File: src/core/ring_net_pkg.sv
// constants and types shared by the ring and network status logic
package ring_net_pkg;

   ////////////////////////////////////////////////////////////////////////
   // clock
   localparam int unsigned CLK_HZ = 125_000_000;
   localparam int unsigned CLK_PER_MS = CLK_HZ / 1000;

   ////////////////////////////////////////////////////////////////////////
   // times in milliseconds
   localparam int unsigned RING_PULSE_MS = 120;
   localparam int unsigned LED_ON_MS = 64;
   localparam int unsigned LED_OFF_UNREG_MS = 800;
   localparam int unsigned LED_OFF_REG_MS = 3000;
   localparam int unsigned LED_OFF_PACKET_MS = 300;

   ////////////////////////////////////////////////////////////////////////
   // derived cycle counts
   localparam int unsigned RING_PULSE_CYCLES = RING_PULSE_MS * CLK_PER_MS;
   localparam int unsigned LED_ON_CYCLES = LED_ON_MS * CLK_PER_MS;
   localparam int unsigned LED_OFF_UNREG_CYCLES = LED_OFF_UNREG_MS * CLK_PER_MS;
   localparam int unsigned LED_OFF_REG_CYCLES = LED_OFF_REG_MS * CLK_PER_MS;
   localparam int unsigned LED_OFF_PACKET_CYCLES = LED_OFF_PACKET_MS * CLK_PER_MS;

   ////////////////////////////////////////////////////////////////////////
   // counters and reset values
   localparam int COUNT_W = 32;
   localparam logic RING_IDLE_LEVEL = 1'b1;
   localparam logic LED_OFF_LEVEL = 1'b0;
   localparam logic RUNNING_RESET = 1'b0;

   typedef enum logic [1:0] {
      NET_UNREGISTERED = 2'b00,
      NET_REGISTERED = 2'b01,
      NET_PACKET_DATA = 2'b10
   } net_state_t;

   typedef enum logic [1:0] {
      RING_IDLE = 2'b00,
      RING_VOICE = 2'b01,
      RING_DATA = 2'b10
   } ring_state_t;

   typedef enum logic {
      BLINK_ON = 1'b0,
      BLINK_OFF = 1'b1
   } blink_phase_t;

   // call events from the modem core, one-cycle pulses except originating
   typedef struct packed {
      logic voice_incoming;
      logic data_incoming;
      logic established;
      logic hung_up;
      logic originating;
   } call_events_t;

endpackage

File: src/core/led_blinker.sv
// network state led blink generator
`timescale 1ns/1ns
module led_blinker #(
   parameter int unsigned ON_CYCLES = 1,
   parameter int unsigned OFF_UNREG_CYCLES = 1,
   parameter int unsigned OFF_REG_CYCLES = 1,
   parameter int unsigned OFF_PACKET_CYCLES = 1
) (
   input wire logic clk,
   input wire logic rstn,
   input wire logic enable,
   input wire ring_net_pkg::net_state_t net_state,
   output logic led
);
   import ring_net_pkg::*;

   blink_phase_t phase;
   net_state_t cycle_state;
   logic [COUNT_W-1:0] count;
   logic [COUNT_W-1:0] off_len;
   logic [COUNT_W-1:0] on_len;
   logic count_done;
   net_state_t next_cycle_state;

   assign on_len = COUNT_W'(ON_CYCLES);
   // off length follows the state sampled at the start of the cycle
   assign off_len = (cycle_state == NET_PACKET_DATA) ? COUNT_W'(OFF_PACKET_CYCLES) :
                    (cycle_state == NET_REGISTERED) ? COUNT_W'(OFF_REG_CYCLES) :
                    COUNT_W'(OFF_UNREG_CYCLES);
   assign count_done = (phase == BLINK_ON) ? (count >= on_len - 1'b1) : (count >= off_len - 1'b1);
   assign next_cycle_state = (net_state == NET_PACKET_DATA || net_state == NET_REGISTERED) ? net_state :
                             NET_UNREGISTERED;

   always_ff @(posedge clk) begin
      if (!rstn || !enable) begin
         phase <= BLINK_ON;
         count <= '0;
         cycle_state <= next_cycle_state;
         led <= LED_OFF_LEVEL;
      end else if (count_done) begin
         count <= '0;
         if (phase == BLINK_OFF) begin
            cycle_state <= next_cycle_state;
         end
         phase <= (phase == BLINK_ON) ? BLINK_OFF : BLINK_ON;
         led <= (phase == BLINK_OFF);
      end else begin
         count <= count + 1'b1;
         led <= (phase == BLINK_ON);
      end
   end
endmodule // led_blinker

File: src/core/ring_net_status.sv
// ring indicator and network status led signalling of the modem module
`timescale 1ns/1ns
module ring_net_status #(
   parameter int unsigned RING_PULSE_CYCLES = ring_net_pkg::RING_PULSE_CYCLES,
   parameter int unsigned LED_ON_CYCLES = ring_net_pkg::LED_ON_CYCLES,
   parameter int unsigned LED_OFF_UNREG_CYCLES = ring_net_pkg::LED_OFF_UNREG_CYCLES,
   parameter int unsigned LED_OFF_REG_CYCLES = ring_net_pkg::LED_OFF_REG_CYCLES,
   parameter int unsigned LED_OFF_PACKET_CYCLES = ring_net_pkg::LED_OFF_PACKET_CYCLES
) (
   input wire logic clk,
   input wire logic rstn,
   input wire logic power_toggle_input,
   input wire logic module_reset_input,
   input wire ring_net_pkg::call_events_t call_events,
   input wire logic sms_received,
   input wire logic unsolicited_report,
   input wire ring_net_pkg::net_state_t net_state,
   output logic ring_indicator_n,
   output logic network_state_led,
   output logic module_running
);
   import ring_net_pkg::*;

   ////////////////////////////////////////////////////////////////////////
   // pin synchronisers and pulse detection

   logic [1:0] power_sync;
   logic [1:0] reset_sync;
   logic power_prev;
   logic reset_prev;
   wire power_pulse_end;
   wire reset_pulse_end;

   // a high pulse has just finished: it was high, now it is low
   function automatic logic pulse_ended(input logic was_high, input logic level);
      return was_high & ~level;
   endfunction

   // power toggle pin, two stages before anything reads it
   always_ff @(posedge clk) begin
      if (!rstn) begin
         power_sync <= 2'h0;
         power_prev <= 1'b0;
      end else begin
         power_sync <= {power_sync[0], power_toggle_input};
         power_prev <= power_sync[1];
      end
   end

   // module reset pin, same treatment
   always_ff @(posedge clk) begin
      if (!rstn) begin
         reset_sync <= 2'h0;
         reset_prev <= 1'b0;
      end else begin
         reset_sync <= {reset_sync[0], module_reset_input};
         reset_prev <= reset_sync[1];
      end
   end

   // act on the falling edge so a single high pulse counts once
   assign power_pulse_end = pulse_ended(power_prev, power_sync[1]);
   assign reset_pulse_end = pulse_ended(reset_prev, reset_sync[1]);

   ////////////////////////////////////////////////////////////////////////
   // power state

   wire next_running;

   assign next_running = power_pulse_end ? ~module_running : module_running;

   // the reset pin leaves the power state alone
   always_ff @(posedge clk) begin
      if (!rstn) begin
         module_running <= RUNNING_RESET;
      end else begin
         module_running <= next_running;
      end
   end

   // events only count while the module runs and is not being reset
   wire active;
   assign active = module_running & ~reset_pulse_end;

   ////////////////////////////////////////////////////////////////////////
   // incoming call ringing

   ring_state_t ring_state;
   ring_state_t next_ring_state;
   wire call_ends;
   wire may_ring;
   wire voice_start;
   wire data_start;

   // either end of the call releases the line
   assign call_ends = call_events.established | call_events.hung_up;
   // a call placed by this module never pulls the line low
   assign may_ring = active & ~call_events.originating;
   // voice wins when both arrive together
   assign voice_start = may_ring & call_events.voice_incoming;
   assign data_start = may_ring & call_events.data_incoming & ~call_events.voice_incoming;

   always_comb begin
      next_ring_state = ring_state;
      case (ring_state)
         RING_IDLE: begin
            if (voice_start) begin
               next_ring_state = RING_VOICE;
            end else if (data_start) begin
               next_ring_state = RING_DATA;
            end
         end
         RING_VOICE: begin
            if (call_ends || !may_ring) begin
               next_ring_state = RING_IDLE;
            end
         end
         RING_DATA: begin
            if (call_ends || !may_ring) begin
               next_ring_state = RING_IDLE;
            end
         end
         default: begin
            next_ring_state = RING_IDLE;
         end
      endcase
   end

   always_ff @(posedge clk) begin
      if (!rstn) begin
         ring_state <= RING_IDLE;
      end else begin
         ring_state <= next_ring_state;
      end
   end

   ////////////////////////////////////////////////////////////////////////
   // message and report low pulse

   logic [COUNT_W-1:0] pulse_count;
   logic [COUNT_W-1:0] next_pulse_count;
   wire pulse_event;
   wire pulse_active;

   assign pulse_event = active & (sms_received | unsolicited_report);
   assign pulse_active = (pulse_count != '0);

   // set wins: an event in the last cycle of a pulse reloads it
   always_comb begin
      if (!active) begin
         next_pulse_count = '0;
      end else if (pulse_event) begin
         next_pulse_count = COUNT_W'(RING_PULSE_CYCLES);
      end else if (pulse_active) begin
         next_pulse_count = pulse_count - 1'b1;
      end else begin
         next_pulse_count = pulse_count;
      end
   end

   always_ff @(posedge clk) begin
      if (!rstn) begin
         pulse_count <= '0;
      end else begin
         pulse_count <= next_pulse_count;
      end
   end

   ////////////////////////////////////////////////////////////////////////
   // ring indicator output

   wire next_ring_low;

   // built from next values so the pin moves on the event's own edge
   assign next_ring_low = (next_ring_state != RING_IDLE) | (next_pulse_count != '0);

   always_ff @(posedge clk) begin
      if (!rstn) begin
         ring_indicator_n <= RING_IDLE_LEVEL;
      end else begin
         ring_indicator_n <= ~next_ring_low;
      end
   end

   ////////////////////////////////////////////////////////////////////////
   // network status led

   // blinker restarts from dark whenever the module stops or is reset
   wire led_enable;
   assign led_enable = active;

   led_blinker #(
      .ON_CYCLES(LED_ON_CYCLES),
      .OFF_UNREG_CYCLES(LED_OFF_UNREG_CYCLES),
      .OFF_REG_CYCLES(LED_OFF_REG_CYCLES),
      .OFF_PACKET_CYCLES(LED_OFF_PACKET_CYCLES)
   ) u_led_blinker (
      .clk(clk),
      .rstn(rstn),
      .enable(led_enable),
      .net_state(net_state),
      .led(network_state_led)
   );

endmodule // ring_net_status

File: config.mk
export PLATFORM = sky130hd
export DESIGN_NAME = ring_net_status
export DESIGN_NICKNAME = d
export VERILOG_FILES = /design/src/core/ring_net_pkg.sv /design/src/core/led_blinker.sv /design/src/core/ring_net_status.sv
export SDC_FILE = /design/constraint.sdc
export NUM_CORES = 1
export LEC_CHECK = 0
export BUFFER_PORTS_ARGS = -buffer_cell sky130_fd_sc_hd__buf_2
export CORE_ASPECT_RATIO = 1.1
export CORE_UTILIZATION = 50
export DETAILED_ROUTE_END_ITERATION = 10
export GPL_TIMING_DRIVEN = 1
export MAX_ROUTING_LAYER = met4
export PLACE_DENSITY = 0.66
export SYNTH_ARGS = -nofsm -noshare
export SYNTH_HDL_FRONTEND = slang
export SYNTH_SLANG_ARGS = --single-unit
File: constraint.sdc
create_clock -name clk -period 8.3 [get_ports clk]
set_input_delay 1.245 -clock clk [delete_from_list [all_inputs] [get_ports clk]]
set_output_delay 1.245 -clock clk [all_outputs]
set_load 0.005 [all_outputs]
Word level (Yosys, flattened, before mapping)
Cells that the tools add are included. W data, S select, Z words.

Output and inout port bits: 3. Register bits: 78. Input port bits: 13.

Bitwise gates (word level): 19. Reduce and logical (&&, ||, !) cells: 15. Magnitude comparators: 2. Mux-type cells: 16. Equality and inequality tests: 6. Add/sub/neg operators: 3.

Operator list (number): $mux W32 (4); $reduce_bool A32 Y1 (2); $sub A32 B1 Y32 const B (2); $add A32 B1 Y32 const B (1); $ge A32 B23 Y1 const B (1); $ge A32 B32 Y1 (1); $mux W29 (1); $mux W2 (7); $and A1 B1 Y1 (8); $not A1 Y1 (8); $eq A2 B1 Y1 const B (3); $eq A2 B2 Y1 const B (3); $reduce_bool A2 Y1 (3); $pmux W2 S2 (1); $reduce_or A2 Y1 (2); $logic_not A1 Y1 (3); $logic_or A1 B1 Y1 (3); $mux W1 (3); $or A1 B1 Y1 (3); $logic_not A2 Y1 (1); $reduce_and A2 Y1 (1).

Longest topological paths before layout
Depth in word-level cells: 13. Mapped depth: 15.

Cells and area by module
From an unflattened synthesis, not the netlist that was laid out.

Cells, all modules: 533. Area total of the unflattened synthesis: 4720.8 µm².

By module, submodules not included: led_blinker (times used 1, sequential area each 740.7 µm², cells each 261, area each 2374.8 µm²); ring_net_status (times used 1, sequential area each 840.8 µm², cells each 272, area each 2346.0 µm²).

Worst setup path after synthesis
No wires, ideal clock.

Path kind: flip-flop to flip-flop. Start point: register u_led_blinker.cycle_state[0]. End point: register u_led_blinker.count[17]. Path buffers: 2. Setup slack: 5.387 ns. Cell stages (with the launch flop): 14. Required time: 8.208 ns. Arrival time: 2.821 ns. Library setup time: 0.092 ns. Cell sequence: edfxtp_1 inv_1 ha_1 inv_1 ha_1 a21oi_1 nor2b_1 a2111oi_0 o21ai_0 and4b_1 or2_2 clkbuf_1 buf_1 nor4_1.

Longest elaborated chain between the ends: 7.

Ends and longest elaborated chain: from (decl) (RTL line led_blinker.sv:18) `net_state_t cycle_state;`; from (signal assigned) (RTL line led_blinker.sv:38) `cycle_state <= next_cycle_state;`; from (signal assigned) (RTL line led_blinker.sv:43) `cycle_state <= next_cycle_state;`; $eq A2 B1 Y1 (RTL line led_blinker.sv:28) `(cycle_state == NET_REGISTERED) ? COUNT_W'(OFF_REG_CYCLES) :`; $mux W29 (RTL line led_blinker.sv:28); $mux W32 * (RTL line led_blinker.sv:27) `assign off_len = (cycle_state == NET_PACKET_DATA) ? COUNT_W'(OFF_PACKET_CYCLES) :`; $sub A32 B1 Y32 * (RTL line led_blinker.sv:30) `assign count_done = (phase == BLINK_ON) ? (count >= on_len - 1'b1) : (count >= off_len - 1'b1);`; $ge A32 B32 Y1 * (RTL line led_blinker.sv:30); $mux W1 * (RTL line led_blinker.sv:30); $reduce_or A2 Y1 (no line) *; to (signal assigned) (RTL line led_blinker.sv:48) `count <= count + 1'b1;`; to (decl) (RTL line led_blinker.sv:19) `logic [COUNT_W-1:0] count;`.

Mark *: on every way between the ends. The rest lies on a longest branch, timed or not. A chain may end at the register's enable or synchronous reset.

Final worst setup path
Start point: register u_led_blinker.cycle_state[0]. End point: register u_led_blinker.count[12].

The elaborated chain is that of the path after synthesis.

==> results.md <==
- Final Hold Violating Endpoints: 0
- Largest cells by area after synthesis: dfxtp_1 35%, ha_1 9.3%, xnor2_1 5.7%
- Cells after Synth: 496
- WL per Instance: 14.9 um
- Syn-to-layout area delta: 7.70%
- Setup Fix Bufs, Post-CTS: 0
- Most common cell in the netlist: dfxtp_1
- P_leak: 1.90 nW
- Core area: 8360 um^2
- Final Max Slew Viols: 0
- Async set-reset flop share out of synthesis: 0
- Library cells used by synthesis: 57
- Design area: 4650 um^2
- Layout cells sized above 1: 0.0827
- TritonCTS buffer count: 9
- Seq/Total Area, Yosys: 0.366
- # clock sinks: 78
- Post-Route Setup TNS: 0 ns
- Clock skew: 0.00632 ns
- Worst R2R Start: u_led_blinker.cycle_state[0]$_SDFFCE_PN0P_
- PostCTS Resize Cnt: 0
- Max transition margin: 0.195
- CTS Hold Buffers Added: 0
- Antenna-violating nets left: 0
- DR vias: 3,585
- Cell taking the most area after synthesis: dfxtp_1
- Clock buffer depth: 2
- Min-delay src: power_sync[0]$_SDFF_PN0_
- Worst-margin pin slew: 1.20 ns
- Synth Cell Area: 4320 um^2
- RSZ-0062 raised after global routing: false
- Die X: 90.6 um
- Worst EP required: 8.57 ns
- CP startpoint: u_led_blinker.cycle_state[0]$_SDFFCE_PN0P_
- R2R Setup Slk: 4.99 ns
- EDFF count, synth: 2
- Multi-input logic area: 2600 um^2
- Critical path's slowest cell: or3_1
- Slowest stage delay, CP: 0.60 ns
- Die footprint: 9020 um^2
- Final worst path period share: 0.398
- Detailed placement HPWL: 6.69 mm
- Row count: 35
- Setup CP Type: register to register
- GPL Wtd Cong: 0.862
- # Max-Cap Violations: 0
- Chip height: 99.5 um
- First-pass GRT wire length: 15.8 mm
- Worst path bufs/invs: 2
- Syn avg cell area: 8.71 um^2
- Max Clk Rate: 302 MHz
- DR DRC count: 0
- Peak supply drop: 0.0789 mV
- Ys flop type: dfxtp_1
- Initial DRC Count: 129
- Via density: 5.79
- Element type at the critical path end: register
- Grt total ovfl: 0
- Placed cell area: 4450 um^2
- Startpoint types: register
- H-tree Lvls: 3
- Outcome: complete, no violations
- Crit path max-delay family: simple AND/OR/NAND/NOR gates
- Post-synthesis register bit count: 78
- Top cell type's share of synthesized area: 0.352
- CP Cell Sequence: inv_1 -> ha_1 -> inv_1 -> ha_1 -> a21o_1 -> a21oi_1 -> nor2b_1 -> a2111oi_0 -> o21ai_0 -> and4b_1 -> or3_1 -> nor3_1
- Worst EP arrival: 3.57 ns
- Clock transition at path regs: 0.08 ns
- Ys Warns: 0
- Initial antenna violation count: 0
- Period minus WS final: 3.31 ns
- I/O Pins: 16
- Seq. cell area: 1580 um^2
- Port Buffers: 15
- CTS tree: done
- Worst Hold Class: register to register
- Fillers: 789
- DR pass1 iterations: 4
- Final WL: 9.24 mm
- Vias in the first global route: 3,415
- CP max FO: 16
- Initial core utilization: 0.517
- Largest net degree at the start of global routing: 31
- Root buf cell: clkbuf_8
- Synth cell count leaders: 76 x dfxtp_1, 47 x nor2_1, 32 x ha_1, 32 x nor3_1, 31 x nand2_1
- Setup Viol. Count Final: 0
- Worst skew pair latency: 0.36 ns
- Gr usage total: 0.225
- Nets@finish: 548
- Ant. Diodes: 0
- Pwr/cell area: 165 nW/um^2
-- per-stage QoR --
stage	hold slack [ns]	total power (W)	util	std cells	setup WS [ns]
after detailed placement	0.427	0.000487	0.532	603	4.67
after global placement	0.416	0.000486	0.532	603	4.71
after CTS	0.447	0.000774	0.556	619	5.00
after floorplan	0.412	0.000467	-	497	5.39
after global routing	0.457	0.000805	0.556	619	4.66
final	0.441	0.000770	0.556	619	4.99
-- state kept, by name, indices dropped and copies added, names as in the netlist --
register,count
module_running,1
u_led_blinker.phase,1
power_sync,2
power_prev,1
u_led_blinker.cycle_state,2
pulse_count,32
u_led_blinker.count,32
reset_prev,1
reset_sync,2
ring_indicator_n,1
ring_state,2
u_led_blinker.led,1
-- worst paths after layout --
kind	endpoint	depth (start not counted)
min	power_sync[1]$_SDFF_PN0_	1
min reg2reg	power_sync[1]$_SDFF_PN0_	1
max reg2reg	u_led_blinker.count[12]$_SDFF_PP0_	12
max	u_led_blinker.count[12]$_SDFF_PP0_	12
-- cell type report --
type	instances	area share
clock buffer	11	0.0304
clock inverter	5	0.0126
inverter	15	0.0121
multi-input combinational	384	0.559
sequential	78	0.340
tap	111	0.0298
timing repair buffer	15	0.0161
-- metal layers --
| layer | vias up | GRT usage | wire length [um] |
|---|---|---|---|
| li1 | 1807 | - | - |
| met1 | 1703 | 0.269 | 4280 |
| met2 | 61 | 0.382 | 4530 |
| met3 | 14 | 0.0367 | 270 |
| met4 | 0 | 0.0794 | 163 |
| met5 | - | - | 0 |
-- power by group --
group	switching, W	internal [W]
Sequential	0.00000311	0.000380
Clock	0.000143	0.000147
Combinational	0.0000595	0.0000370
Total	0.000206	0.000564
-- kinds of logic after synthesis --
family          share of synthesized area
simple gates                        0.307
mux                               0.00463
xor+xnor                           0.0993
buf+inv                            0.0327
fa+ha+maj                          0.0927
compound gates                     0.0964
flops                               0.366
other cells                      0.000868
-- layout by cell type (no fill, tap or decap), types with 3 or more instances in the layout --
| cell | netlist | layout |
|---|---|---|
| xor2_1 | 21 | 21 |
| nor3_1 | 32 | 32 |
| nand2b_1 | 4 | 4 |
| or3b_2 | 3 | 3 |
| nor2_1 | 47 | 47 |
| a41oi_1 | 3 | 3 |
| xnor2_1 | 28 | 28 |
| a21o_1 | 10 | 10 |
| clkbuf_8 | 0 | 10 |
| inv_1 | 15 | 15 |
| nand4_1 | 13 | 13 |
| o21ai_0 | 5 | 5 |
| nor2b_1 | 8 | 8 |
| nand3_1 | 15 | 15 |
| a31oi_1 | 4 | 4 |
| nand2_1 | 31 | 31 |
| nor4_1 | 28 | 28 |
| and3_1 | 13 | 13 |
| nor3b_1 | 3 | 3 |
| buf_2 | 2 | 15 |
| a21oi_1 | 18 | 18 |
| dfxtp_1 | 76 | 76 |
| and2_1 | 10 | 10 |
| or4_1 | 11 | 11 |
| or3_1 | 6 | 6 |
| ha_1 | 32 | 32 |
Note: power is estimated with default switching activity, not from simulation.
